==> config.mk <==
export PLATFORM = sky130hd
export DESIGN_NAME = iap_flash_control_regs
export DESIGN_NICKNAME = d
export VERILOG_FILES = /design/src/shared/iap_pkg.sv /design/src/core/iap_flash_control_regs.sv
export SDC_FILE = /design/constraint.sdc
export NUM_CORES = 1
export LEC_CHECK = 0
export ABC_AREA = 1
export BUFFER_PORTS_ARGS = -buffer_cell sky130_fd_sc_hd__buf_4
export CORE_MARGIN = 2
export CORE_UTILIZATION = 45
export CTS_CLUSTER_SIZE = 24
export DETAILED_ROUTE_END_ITERATION = 12
export RECOVER_POWER = 100
export SYNTH_ARGS = -nofsm -noshare
export SYNTH_HDL_FRONTEND = slang
export SYNTH_SLANG_ARGS = --single-unit
==> constraint.sdc <==
create_clock -name clk -period 2.7 [get_ports clk]
set_input_delay 0.405 -clock clk [delete_from_list [all_inputs] [get_ports clk]]
set_output_delay 0.405 -clock clk [all_outputs]
set_load 0.02 [all_outputs]
==> src/shared/iap_pkg.sv <==
// Shared constants and types for the flash programming register block
package iap_pkg;
	// Register indices on the plain register port
	localparam logic [3:0] REG_MAIN_CONTROL = 4'h0;
	localparam logic [3:0] REG_RESET_KEY = 4'h1;
	localparam logic [3:0] REG_BUF_CLEAR = 4'h2;
	localparam logic [3:0] REG_ADDR_LOW = 4'h3;
	localparam logic [3:0] REG_ADDR_HIGH = 4'h4;
	localparam logic [3:0] REG_WORD0_LOW = 4'h5;
	localparam logic [3:0] REG_WORD0_HIGH = 4'h6;
	localparam logic [3:0] REG_WORD1_LOW = 4'h7;
	localparam logic [3:0] REG_WORD1_HIGH = 4'h8;
	localparam logic [3:0] REG_WORD2_LOW = 4'h9;
	localparam logic [3:0] REG_WORD2_HIGH = 4'hA;
	localparam logic [3:0] REG_WORD3_LOW = 4'hB;
	localparam logic [3:0] REG_WORD3_HIGH = 4'hC;
	localparam logic [3:0] REG_STATUS = 4'hD;
	// Main control bit positions
	localparam int BIT_PROGRAM_ENABLED = 7;
	localparam int BIT_UNLOCK_TRIGGER = 3;
	localparam int BIT_WRITE_START = 2;
	localparam int BIT_READ_ENABLE = 1;
	localparam int BIT_READ_START = 0;
	localparam int OPSEL_LSB = 4;
	// Operation select codes
	localparam logic [2:0] OP_WRITE = 3'h0;
	localparam logic [2:0] OP_ERASE = 3'h1;
	localparam logic [2:0] OP_READ = 3'h3;
	localparam logic [2:0] OP_UNLOCK = 3'h6;
	// Reset key and unlock key bytes
	localparam logic [7:0] CHIP_RESET_KEY = 8'h55;
	localparam logic [7:0] KEY_W1_LOW = 8'h00;
	localparam logic [7:0] KEY_W1_HIGH = 8'h04;
	localparam logic [7:0] KEY_W2_LOW = 8'h0D;
	localparam logic [7:0] KEY_W2_HIGH = 8'h09;
	localparam logic [7:0] KEY_W3_LOW = 8'hC3;
	localparam logic [7:0] KEY_W3_HIGH = 8'h40;
	localparam logic [7:0] BYTE_ZERO = 8'h00;
	// Address sizing: up to bit 13, 64-word pages
	localparam int ADDR_W = 14;
	localparam int PAGE_BITS = 6;
	localparam logic [PAGE_BITS-1:0] PAGE_LAST = 6'h3F;
	localparam logic [ADDR_W-1:0] ADDR_ONE = 14'h0001;
	// Timing: unlock window and clear duration
	localparam int CLK_HZ = 10_000_000;
	localparam int UNLOCK_WINDOW_US = 10;
	localparam int UNLOCK_CYCLES = (UNLOCK_WINDOW_US * (CLK_HZ / 1_000_000));
	localparam logic [7:0] UNLOCK_COUNT = 8'(UNLOCK_CYCLES);
	localparam logic [7:0] CLEAR_COUNT = 8'h04;
	localparam logic [7:0] COUNT_ZERO = 8'h00;
	localparam logic [7:0] COUNT_ONE = 8'h01;
	// Operation states, Gray coded along idle-run-done
	typedef enum logic [1:0] {
		ST_IDLE = 2'b00,
		ST_RUN = 2'b01,
		ST_DONE = 2'b11
	} op_state_e;
	// Request to the flash array
	typedef struct packed {
		logic start;
		logic [2:0] op;
		logic [ADDR_W-1:0] addr;
	} flash_req_s;
	// Write buffer load strobe with data
	typedef struct packed {
		logic load;
		logic [ADDR_W-1:0] addr;
		logic [15:0] data;
	} buf_load_s;
endpackage
==> src/core/iap_flash_control_regs.sv <==
// Flash programming control, address, data and reset key registers
// How it works
// - Unlock trigger self-clears when window timer expires
// - Write start runs write, clears when done
// - Reads blocked unless read enable set
// - Read start runs read, clears when done
// - Core halted while an operation runs
// - Writing 55h to reset key resets chip
// - Buffer clear bit self-clears after clearing
// - Buffer clear upper seven bits read zero
// - Address high holds bits to 13
// - Word0 low write only stores the byte
// - Word0 high write loads 16-bit word
// - Address increments after each buffer load
// - Four readable writable 16-bit data words
// - Operation select codes write/erase/read/unlock
// - Program enable set only by hardware
// - Exact six-byte key enables programming
// - Address stops at page last word
//
// Chosen here: strobed register access and the register offsets.
`timescale 1ns/1ps
`default_nettype none
module iap_flash_control_regs
	import iap_pkg::*;
(
	// Clock and reset
	input wire logic clk,
	input wire logic rst,
	// Register port
	input wire logic [3:0] reg_addr,
	input wire logic [7:0] reg_wdata,
	input wire logic reg_write,
	input wire logic reg_read,
	output logic [7:0] reg_rdata,
	// Flash array side
	output flash_req_s flash_req,
	input wire logic flash_done,
	input wire logic [15:0] flash_rdata,
	output buf_load_s buf_load,
	output logic buf_clear,
	// System side
	output logic core_halt,
	output logic chip_reset
);
	// Main control fields
	logic program_enabled;
	logic [2:0] operation_select;
	logic unlock_trigger;
	logic write_start;
	logic read_enable_ctl;
	logic read_start;
	// Other registers
	logic [7:0] chip_reset_key;
	logic buffer_clear_start;
	logic [ADDR_W-1:0] flash_address_bits;
	logic [7:0] word_low [4];
	logic [7:0] word_high [4];
	// Timers and operation sequencer
	logic [7:0] unlock_timer;
	logic [7:0] clear_timer;
	op_state_e op_state;
	op_state_e next_op_state;
	logic [2:0] active_op;

	// Write decode per register
	wire wr_main = reg_write && (reg_addr == REG_MAIN_CONTROL);
	wire wr_key = reg_write && (reg_addr == REG_RESET_KEY);
	wire wr_clear = reg_write && (reg_addr == REG_BUF_CLEAR);
	wire wr_alow = reg_write && (reg_addr == REG_ADDR_LOW);
	wire wr_ahigh = reg_write && (reg_addr == REG_ADDR_HIGH);
	wire wr_w0high = reg_write && (reg_addr == REG_WORD0_HIGH);
	// Data word index: low/high pairs start at word0 low
	wire [3:0] data_off = reg_addr - REG_WORD0_LOW;
	wire in_data = (reg_addr >= REG_WORD0_LOW) && (reg_addr <= REG_WORD3_HIGH);
	wire [1:0] data_idx = data_off[2:1];
	wire data_is_high = data_off[0];

	// Exact key pattern in words 1..3
	wire key_ok = (word_low[1] == KEY_W1_LOW) && (word_high[1] == KEY_W1_HIGH) &&
		(word_low[2] == KEY_W2_LOW) && (word_high[2] == KEY_W2_HIGH) &&
		(word_low[3] == KEY_W3_LOW) && (word_high[3] == KEY_W3_HIGH);

	// Start request decode from a main control write
	wire sw_write = wr_main && reg_wdata[BIT_WRITE_START];
	wire sw_read = wr_main && reg_wdata[BIT_READ_START];
	wire [2:0] wr_opsel = reg_wdata[OPSEL_LSB+2:OPSEL_LSB];
	// Erase/write need unlock; read needs read enable
	wire start_ok_write = sw_write && program_enabled &&
		((wr_opsel == OP_WRITE) || (wr_opsel == OP_ERASE));
	wire start_ok_read = sw_read && reg_wdata[BIT_READ_ENABLE] &&
		(wr_opsel == OP_READ);
	wire launch = (op_state == ST_IDLE) && (start_ok_write || start_ok_read);

	// Page-bounded increment of the address
	function automatic logic [ADDR_W-1:0] bump_addr(input logic [ADDR_W-1:0] a);
		if (a[PAGE_BITS-1:0] == PAGE_LAST) begin
			bump_addr = a;
		end else begin
			bump_addr = a + ADDR_ONE;
		end
	endfunction

	// Main control write, hardware clears and sets
	always_ff @(posedge clk) begin
		if (rst) begin
			program_enabled <= 1'b0;
			operation_select <= OP_WRITE;
			unlock_trigger <= 1'b0;
			write_start <= 1'b0;
			read_enable_ctl <= 1'b0;
			read_start <= 1'b0;
		end else begin
			// Key checked on the expiry cycle; set wins over clear
			if (unlock_trigger && unlock_timer == COUNT_ONE && key_ok &&
				operation_select == OP_UNLOCK) begin
				program_enabled <= 1'b1;
			end else if (wr_main && !reg_wdata[BIT_PROGRAM_ENABLED]) begin
				program_enabled <= 1'b0;
			end
			if (wr_main) begin
				operation_select <= wr_opsel;
				read_enable_ctl <= reg_wdata[BIT_READ_ENABLE];
			end
			// Trigger only counts in unlock mode
			if (wr_main && reg_wdata[BIT_UNLOCK_TRIGGER] && wr_opsel == OP_UNLOCK) begin
				unlock_trigger <= 1'b1;
			end else if (unlock_trigger && unlock_timer == COUNT_ONE) begin
				unlock_trigger <= 1'b0;
			end
			// Start bits stand while the operation runs
			if (launch) begin
				write_start <= start_ok_write;
				read_start <= start_ok_read;
			end else if (op_state == ST_DONE) begin
				write_start <= 1'b0;
				read_start <= 1'b0;
			end
		end
	end

	// Unlock window counter
	always_ff @(posedge clk) begin
		if (rst) begin
			unlock_timer <= COUNT_ZERO;
		end else if (wr_main && reg_wdata[BIT_UNLOCK_TRIGGER] && wr_opsel == OP_UNLOCK) begin
			unlock_timer <= UNLOCK_COUNT;
		end else if (unlock_timer != COUNT_ZERO) begin
			unlock_timer <= unlock_timer - COUNT_ONE;
		end
	end

	// Operation sequencer next state
	always_comb begin
		next_op_state = op_state;
		case (op_state)
			ST_IDLE: begin
				if (launch) begin
					next_op_state = ST_RUN;
				end
			end
			ST_RUN: begin
				if (flash_done) begin
					next_op_state = ST_DONE;
				end
			end
			ST_DONE: begin
				next_op_state = ST_IDLE;
			end
			default: begin
				next_op_state = ST_IDLE;
			end
		endcase
	end

	// Sequencer state and latched operation
	always_ff @(posedge clk) begin
		if (rst) begin
			op_state <= ST_IDLE;
			active_op <= OP_WRITE;
		end else begin
			op_state <= next_op_state;
			if (launch) begin
				active_op <= wr_opsel;
			end
		end
	end

	// Request pulse to flash and core halt
	always_ff @(posedge clk) begin
		if (rst) begin
			flash_req <= '0;
			core_halt <= 1'b0;
		end else begin
			flash_req.start <= launch;
			if (launch) begin
				flash_req.op <= wr_opsel;
				flash_req.addr <= flash_address_bits;
			end
			core_halt <= (next_op_state != ST_IDLE);
		end
	end

	// Buffer clear control and timer
	always_ff @(posedge clk) begin
		if (rst) begin
			buffer_clear_start <= 1'b0;
			clear_timer <= COUNT_ZERO;
		end else if (wr_clear && reg_wdata[0] && !buffer_clear_start) begin
			buffer_clear_start <= 1'b1;
			clear_timer <= CLEAR_COUNT;
		end else if (buffer_clear_start) begin
			if (clear_timer == COUNT_ONE) begin
				buffer_clear_start <= 1'b0;
			end
			clear_timer <= clear_timer - COUNT_ONE;
		end
	end

	// Buffer clear also follows a finished write
	always_ff @(posedge clk) begin
		if (rst) begin
			buf_clear <= 1'b0;
		end else begin
			buf_clear <= buffer_clear_start ||
				(op_state == ST_DONE && active_op == OP_WRITE);
		end
	end

	// Reset key register and chip reset pulse
	always_ff @(posedge clk) begin
		if (rst) begin
			chip_reset_key <= BYTE_ZERO;
			chip_reset <= 1'b0;
		end else begin
			if (wr_key) begin
				chip_reset_key <= reg_wdata;
			end
			chip_reset <= wr_key && (reg_wdata == CHIP_RESET_KEY);
		end
	end

	// Address register, auto increment on word0 high
	always_ff @(posedge clk) begin
		if (rst) begin
			flash_address_bits <= '0;
		end else if (wr_alow) begin
			flash_address_bits[7:0] <= reg_wdata;
		end else if (wr_ahigh) begin
			flash_address_bits[ADDR_W-1:8] <= reg_wdata[ADDR_W-9:0];
		end else if (wr_w0high) begin
			flash_address_bits <= bump_addr(flash_address_bits);
		end
	end

	// Data words; read data lands in word0
	always_ff @(posedge clk) begin
		if (rst) begin
			for (int i = 0; i < 4; i++) begin
				word_low[i] <= BYTE_ZERO;
				word_high[i] <= BYTE_ZERO;
			end
		end else if (reg_write && in_data) begin
			if (data_is_high) begin
				word_high[data_idx] <= reg_wdata;
			end else begin
				word_low[data_idx] <= reg_wdata;
			end
		end else if (op_state == ST_RUN && flash_done && active_op == OP_READ) begin
			word_low[0] <= flash_rdata[7:0];
			word_high[0] <= flash_rdata[15:8];
		end
	end

	// Word load into the page buffer, both bytes at once
	always_ff @(posedge clk) begin
		if (rst) begin
			buf_load <= '0;
		end else begin
			buf_load.load <= wr_w0high && program_enabled;
			if (wr_w0high) begin
				buf_load.addr <= flash_address_bits;
				buf_load.data <= {reg_wdata, word_low[0]};
			end
		end
	end

	// Read data mux
	wire [7:0] main_rd = {program_enabled, operation_select, unlock_trigger,
		write_start, read_enable_ctl, read_start};
	wire [7:0] data_rd = data_is_high ? word_high[data_idx] : word_low[data_idx];
	logic [7:0] rd_sel;
	always_comb begin
		if (reg_addr == REG_MAIN_CONTROL) begin
			rd_sel = main_rd;
		end else if (reg_addr == REG_RESET_KEY) begin
			rd_sel = chip_reset_key;
		end else if (reg_addr == REG_BUF_CLEAR) begin
			rd_sel = {7'h00, buffer_clear_start};
		end else if (reg_addr == REG_ADDR_LOW) begin
			rd_sel = flash_address_bits[7:0];
		end else if (reg_addr == REG_ADDR_HIGH) begin
			rd_sel = {2'h0, flash_address_bits[ADDR_W-1:8]};
		end else if (in_data) begin
			rd_sel = data_rd;
		end else if (reg_addr == REG_STATUS) begin
			rd_sel = {6'h00, op_state};
		end else begin
			rd_sel = BYTE_ZERO;
		end
	end

	// Registered read data, valid the cycle after the strobe
	always_ff @(posedge clk) begin
		if (rst) begin
			reg_rdata <= BYTE_ZERO;
		end else if (reg_read) begin
			reg_rdata <= rd_sel;
		end else begin
			reg_rdata <= BYTE_ZERO;
		end
	end
endmodule // iap_flash_control_regs
`default_nettype wire

Yosys cells after proc, flatten, opt, wreduce, memory -nomap -nowiden
Memories as Yosys holds them, arrays and structs flattened. A register that Yosys moved wholly into a read port is not among the register bits.
Index checks and enable logic that the tools add are counted.

operators by class
  muxes and demuxes = 52
  add/sub/neg operators = 4
  bitwise operators = 4
  equality and inequality tests = 25
  $lt $le $gt $ge = 2
  reductions and logical operators = 59

operator list
  kind                                                                 count
  8-bit 2-to-1 mux                                                     13
  1-bit logical AND                                                    33
  14-bit 2-to-1 mux                                                    2
  1-bit 2-to-1 mux                                                     26
  8-bit by 1-bit == test with 1-bit output (second input constant)     2
  8-bit by 4-bit == test with 1-bit output (second input constant)     2
  8-bit by 7-bit == test with 1-bit output (second input constant)     2
  2-bit nonzero test                                                   8
  8-bit OR reduction                                                   2
  8-bit by 1-bit subtractor with 8-bit output (second input constant)  2
  14-bit by 1-bit adder with 14-bit output (second input constant)     1
  7-bit 2-to-1 mux                                                     2
  2-bit 2-to-1 mux                                                     5
  4-bit by 2-bit == test with 1-bit output (second input constant)     2
  4-bit by 3-bit == test with 1-bit output (second input constant)     2
  8-bit by 3-bit == test with 1-bit output (second input constant)     1
  8-bit == test (second input constant)                                1
  8-bit logical NOT                                                    1
  8-bit nonzero test                                                   1
  3-bit by 2-bit == test with 1-bit output (second input constant)     2
  3-bit == test (second input constant)                                2
  6-bit == test (second input constant)                                1
  3-bit logical NOT                                                    2
  3-bit 2-to-1 mux                                                     2
  19 further kinds                                                     29

word-level totals
  memories = 2
  RAM bits = 64
  logic and storage cells = 173
  output and inout bits = 60
  register bits after elaboration = 109

memories
  name       words  width  rd ports  clocked after Yosys merged registers in  wr ports  RTL line                      text
  word_high  4      8      4         0                                        4         iap_flash_control_regs.sv:58  logic [7:0] word_high [4];
  word_low   4      8      5         1                                        4         iap_flash_control_regs.sv:57  logic [7:0] word_low [4];

Depth between registers and ports, before layout
Gate-level depths: netlist of the first run.

  depth after elaboration = 10
  mapped depth = 15
  gate-level depth less buffers = 14

Least setup slack after synthesis of the first run
Ideal clock, no wire load.

  path type = input-to-reg
  start point = input reg_addr[0]
  end point = memory word_high[3][0], enable pin
  data required time = 2,330 ps
  data arrival time = 2,129 ps
  path slack = 201 ps
  buffers on the path = 1
  setup time = 370 ps
  stages = 12
  cell sequence = clkinv_1 -> ha_1 -> o21ai_2 -> nand2_4 -> nand2_2 -> nor2_1 -> nand2_1 -> buf_2 -> o21ai_2 -> inv_2 -> o21ai_0 -> nor2_1

RTL lines
  element      RTL line                      text
  from (decl)  iap_flash_control_regs.sv:31  input wire logic [3:0] reg_addr,
  to (decl)    iap_flash_control_regs.sv:58

==> impl_metrics.env, run 1 <==
export IMPL_numCtsBuffers=17
export IMPL_power_mw=6.09
export IMPL_cts_tree="done"
export IMPL_path_buf_inv=4
export IMPL_p_leak_nw=3.82
export IMPL_die_x_microns=138
export IMPL_reg2reg_from="op_state[1]"
export IMPL_grt_pass1_wl_microns=35600
export IMPL_synthArstFlopShare=0
export IMPL_r2r_end="word_high[1][6]"
export IMPL_ys_dominant_reg_cell="dfxtp_1"
export IMPL_die_h_microns=138
export IMPL_wire_per_inst_microns=17.0
export IMPL_final_cells=1361
export IMPL_grt_pass1_vias=6653
export IMPL_placed_cells=1329
export IMPL_hpwl_microns=16800
export IMPL_crit_type="input pin to flip-flop"
export IMPL_hold_buffers=0
export IMPL_ant_nets=0
export IMPL_routed_wl_microns=23200
export IMPL_final_common_cell="nand2_1"
export IMPL_cp_cell_sequence="clkbuf_1, clkinv_1, ha_1, inv_1, o21ai_2, nand2_4, nand2_2, nor2_1, nand2_1, o21ai_0, inv_2, nand2_2, nand2_1"
export IMPL_fin_crit_sh=0.896
export IMPL_setup_violations=0
export IMPL_fill_cells=1770
export IMPL_synth_fp_nets=1062
export IMPL_ys_ff_latch=173
export IMPL_period_minus_slack_ns=2.42
export IMPL_insertion_delay_ns=0.44
export IMPL_first_iter_violations=615
export IMPL_cp_data_arrival_time_ns=2.47
export IMPL_hold_start="flash_done"
export IMPL_synth_top_cell_area_share=0.272
export IMPL_whs_ns=0.224
export IMPL_core_sq_um=17400
export IMPL_drive_gt1_frac=0.0933
export IMPL_grt_max_degree=57
export IMPL_synth_area_leaders="dfxtp_1, edfxtp_1, nand2_1"
export IMPL_num_io_pins=93
export IMPL_crit_family="simple AND/OR/NAND/NOR gates"
export IMPL_finClkSkew_ns=0.0125
export IMPL_clock_sinks=173
export IMPL_route_detailed_drc=0
export IMPL_yosysWarnings=0
export IMPL_synth_seq_area_share=0.511
export IMPL_hold_viol=0
export IMPL_cp_end_kind="flip-flop"
export IMPL_vias=7121
export IMPL_final_cell_mix="nand2_1, nor2_1, o21ai_0"
export IMPL_synth_cell_types=37
export IMPL_grt_usage=0.253
export IMPL_whs_path_depth=3
export IMPL_worstPathRequired_ns=2.75
export IMPL_areaGrowthSynthToFinish_pct=16.7
export IMPL_initial_utilization=0.463
export IMPL_cp_max_fo=8
export IMPL_fmax_mhz=413
export IMPL_cp_slowest_cell="o21ai_0"
export IMPL_postCtsSetupBuffers=0
export IMPL_cts_max_level=4
export IMPL_drv_cap=1
export IMPL_syn_avg_cell_area_sq_um=7.89
export IMPL_worstMarginPinSlew_ns=1.58
export IMPL_worst_hold_path_endpoint="op_state[1]"
export IMPL_cts_resized=0
export IMPL_synthCells=1019
export IMPL_gp_congestion=0.890
export IMPL_viasPerCell=5.23
export IMPL_outcome="complete, but fails checks"
export IMPL_clkTransAtPathRegs_ns=0.07
export IMPL_gr_total_overflow=0
export IMPL_grt_antenna_before_repair=0
export IMPL_synth_top_area_cell="dfxtp_1"
export IMPL_fin_ws_ns=0.280
export IMPL_dieArea_sq_um=18900
export IMPL_cpPeakStageDelay_ns=0.37
export IMPL_firstDrtPassIters=6
export IMPL_ir_worst_vdd_v=0.000507
export IMPL_hold_class="input pin to flip-flop"
export IMPL_dp_worst_setup_slack_ns=0.0246
export IMPL_port_buffers=92
export IMPL_cts_root_buffer="clkbuf_16"
export IMPL_powerDensity_nw_per_um2=649
export IMPL_violations="capacitance limit, slew limit"
export IMPL_r2r_setup_slack_ns=0.38
export IMPL_fin_nets=1166
export IMPL_rows=48
export IMPL_syn_area_sq_um=8040
export IMPL_synth_edf_count=64
export IMPL_relSlewSlack=-0.0509
export IMPL_rsz0062_at_grt="no"
export IMPL_clockBufferDepth=2
export IMPL_cp_start_kind="input pin"
export IMPL_drv_slew=37
export IMPL_worstRegToRegCells=8
export IMPL_n_antenna_cell=0
export IMPL_final_setup_tns_ns=0
## metal layers
layer / vias up / share of wire / GRT usage
met4: 0 / 0.022 / 0.0871
met1: 3259 / 0.47 / 0.361
li1: 3572 / - / -
met5: - / 0 / 0
met2: 255 / 0.43 / 0.375
met3: 35 / 0.073 / 0.0607
## sequential cells by signal (all words and copies together), names as in the netlist
name,count
chip_reset_key,8
reg_rdata,8
flash_address_bits,14
read_enable_ctl,1
operation_select,3
unlock_timer,8
unlock_trigger,1
clear_timer,8
chip_reset,1
op_state,2
word_high,32
flash_req,18
write_start,1
buf_clear,1
core_halt,1
program_enabled,1
buffer_clear_start,1
read_start,1
word_low,32
buf_load,31
## cell families after synthesis
group	count (synthesis)	share of synthesized area
compound gates	261	0.175
xor+xnor	9	0.00981
fa+ha+maj	10	0.0156
buf+inv	167	0.0800
flops	173	0.511
simple gates	399	0.209
## cells in the mapped netlist (2+ instances only)
cell	instances
or2_2	3
inv_2	10
nor2_2	2
nand2_1	163
o21ai_2	4
nor4_1	4
nand3_1	36
edfxtp_1	64
clkbuf_1	26
nand4_1	10
buf_2	10
nor2_1	152
o21a_1	21
nand2_2	7
o211ai_1	7
nor3_1	15
a31oi_1	6
o21ai_0	121
ha_1	10
a21oi_1	95
or4_1	2
o21ai_1	2
o22ai_1	2
xnor2_1	2
dfxtp_1	109
inv_1	119
xor2_1	7
## stage by stage
stage	utilization	cell area, sq um
2_1_floorplan	-	8040
3_3_place_gp	0.523	9080
3_5_place_dp	0.523	9080
4_1_cts	0.557	9670
5_1_grt	0.541	9380
6_report	0.541	9380
## worst max-delay path by stage
stage / startpoint / to / slack, ns / cells past startpoint
4_1_cts: reg_addr[0] / word_high[0][3] / 0.45 / 12
3_3_place_gp: reg_addr[0] / word_high[0][2] / 0.12 / 12
3_5_place_dp: reg_addr[0] / word_high[0][2] / 0.02 / 12
6_report: reg_addr[0] / word_high[1][7] / 0.28 / 13
2_1_floorplan: reg_addr[0] / word_high[3][0] / 0.20 / 12
5_1_grt: reg_addr[0] / word_high[1][4] / 0.14 / 13
## power by group
group | internal, mW | switching, mW
Clock | 1.34 | 1.09
Combinational | 0.252 | 0.497
Sequential | 2.83 | 0.0792
## area by class of cell
| type | instances | area (sq um) | share of cell area |
|---|---|---|---|
| Multi-Input combinational cell | 679 | 3270 | 0.348 |
| Tap cell | 225 | 282 | 0.0300 |
| Clock buffer | 19 | 453 | 0.0483 |
| Sequential cell | 173 | 4100 | 0.437 |
| Timing Repair Buffer | 122 | 656 | 0.0699 |
| Inverter | 130 | 488 | 0.0520 |
| Clock inverter | 13 | 133 | 0.0141 |
## worst register-to-register path: stages, from the launching register on
cell     delay, ns
dfxtp_1       0.36
nor2_1        0.19
nand3_1       0.12
nor2_1        0.21
nand2_1       0.23
inv_1         0.57
nand2_1       0.15
o21a_1        0.19
nor2_1        0.15
Power figures use the tool's default switching activity.
==> run 2, diff against run 1 <==
- CORE_ASPECT_RATIO: unset -> 0.8
- CTS_CLUSTER_DIAMETER: unset -> 80
- PLACE_DENSITY: unset -> 0.67
- clock period: 2.7 -> 2.2 ns (I/O delays scaled with it)
==> run 2 against run 1 <==
The run now ends clean. Highest routed layer unchanged. Clock skew rose by 0.00085 ns. Cell count rose by 2.7%. Sequential power rose by 23%. Worst setup slack got worse by 0.12 ns. Worst hold slack got worse by 0.074 ns. Core utilization rose by 1.9 points.
==> impl_metrics.env, run 2 (synthesized netlist as in run 1, its figures left out) <==
export IMPL_fmax_mhz=490
export IMPL_rows=43
export IMPL_largestRegisters="word_high (32), word_low (32), buf_load (31)"
export IMPL_final_cell_mix="nand2_1, nor2_1, o21ai_0"
export IMPL_grt_max_degree=76
export IMPL_final_cells=1398
export IMPL_hold_start="reg_wdata[7]"
export IMPL_first_iter_violations=902
export IMPL_grt_antenna_before_repair=0
export IMPL_grt_pass1_wl_microns=38800
export IMPL_whs_ns=0.150
export IMPL_gr_total_overflow=0
export IMPL_dieArea_sq_um=19000
export IMPL_fin_crit_sh=0.927
export IMPL_placedInstanceArea_sq_um=9490
export IMPL_outcome="complete, no violations"
export IMPL_gp_congestion=0.967
export IMPL_relSlewSlack=0.662
export IMPL_powerDensity_nw_per_um2=781
export IMPL_core_sq_um=17400
export IMPL_hold_viol=0
export IMPL_finClkSkew_ns=0.0133
export IMPL_drv_slew=0
export IMPL_power_mw=7.61
export IMPL_numCtsBuffers=17
export IMPL_areaGrowthSynthToFinish_pct=21.3
export IMPL_grt_pass1_vias=6971
export IMPL_rsz0062_at_grt="no"
export IMPL_fill_cells=1712
export IMPL_ant_nets=0
export IMPL_period_minus_slack_ns=2.04
export IMPL_cts_max_level=4
export IMPL_drive_gt1_frac=0.123
export IMPL_clockBufferDepth=2
export IMPL_setup_violations=0
export IMPL_cp_end_kind="flip-flop"
export IMPL_firstDrtPassIters=5
export IMPL_ir_worst_vdd_v=0.000534
export IMPL_worstMarginPinSlew_ns=0.507
export IMPL_clock_sinks=173
export IMPL_final_common_cell="nand2_1"
export IMPL_crit_type="input pin to flip-flop"
export IMPL_clkTransAtPathRegs_ns=0.06
export IMPL_die_h_microns=124
export IMPL_hold_class="input pin to flip-flop"
export IMPL_route_detailed_drc=0
export IMPL_port_buffers=92
export IMPL_routed_wl_microns=24900
export IMPL_final_setup_tns_ns=0
export IMPL_hpwl_microns=18200
export IMPL_viasPerCell=5.37
export IMPL_p_leak_nw=4.02
export IMPL_placed_cells=1366
export IMPL_num_io_pins=93
export IMPL_startpoint="reg_addr[0]"
export IMPL_reg2reg_from="op_state[1]"
export IMPL_n_antenna_cell=0
export IMPL_vias=7506
export IMPL_cts_root_buffer="clkbuf_16"
export IMPL_die_x_microns=153
export IMPL_hold_buffers=0
export IMPL_drv_cap=0
export IMPL_wire_per_inst_microns=17.8
export IMPL_postCtsSetupBuffers=0
export IMPL_cp_start_kind="input pin"
export IMPL_cts_resized=0
export IMPL_initial_utilization=0.461
export IMPL_insertion_delay_ns=0.44
export IMPL_grt_usage=0.270
export IMPL_worstPathRequired_ns=2.56
export IMPL_fin_nets=1203
export IMPL_fin_area_sq_um=9750
export IMPL_cp_max_fo=7
export IMPL_cts_tree="done"
export IMPL_cp_data_arrival_time_ns=2.39
run 2: layout make-up:
class                      count  area [sq um]  share of cell area
clock inverter                 9           101              0.0104
multi-input combinational    679          3280               0.336
timing repair buffer         159          1000               0.103
inverter                     130           489              0.0502
tap                          225           282              0.0289
clock buffer                  23           489              0.0502
sequential                   173          4110               0.421
run 2: power by group:
part	internal [mW]	switching, mW
sequential	3.47	0.0980
clock	1.71	1.32
combinational	0.354	0.649
total	5.54	2.07
run 2: metal layers:
layer,up-vias,part of all wire,GRT usage
met5,-,0,0
met4,0,0.015,0.0659
met3,31,0.11,0.0747
met2,353,0.42,0.394
met1,3475,0.46,0.397
li1,3647,-,-
run 2: path summary, 6_finish.rpt:
kind                                 to  slack (ns)  depth (start not counted)
setup reg to reg         word_low[1][5]        0.21                         10
setup / recovery  flash_address_bits[2]        0.16                         12
hold reg to reg       chip_reset_key[0]        0.46                          2
hold / removal          program_enabled        0.15                          3
run 2: per-stage QoR:
step	setup WS, ns	utilization
final	0.161	0.559
after global routing	0.0147	0.559
after CTS	0.162	0.579
after detailed placement	-0.123	0.545
after global placement	-0.0633	0.545
after floorplan	0.0242	-
run 2: critical path: stages:
cell      delay [ns]
clkbuf_1        0.13
clkinv_2        0.09
clkbuf_1        0.23
ha_1            0.22
inv_1           0.07
nor3_1          0.42
nand2_1         0.17
nor2_1          0.23
nor2_1          0.14
inv_2           0.13
o21ai_0         0.08
a31oi_1         0.15
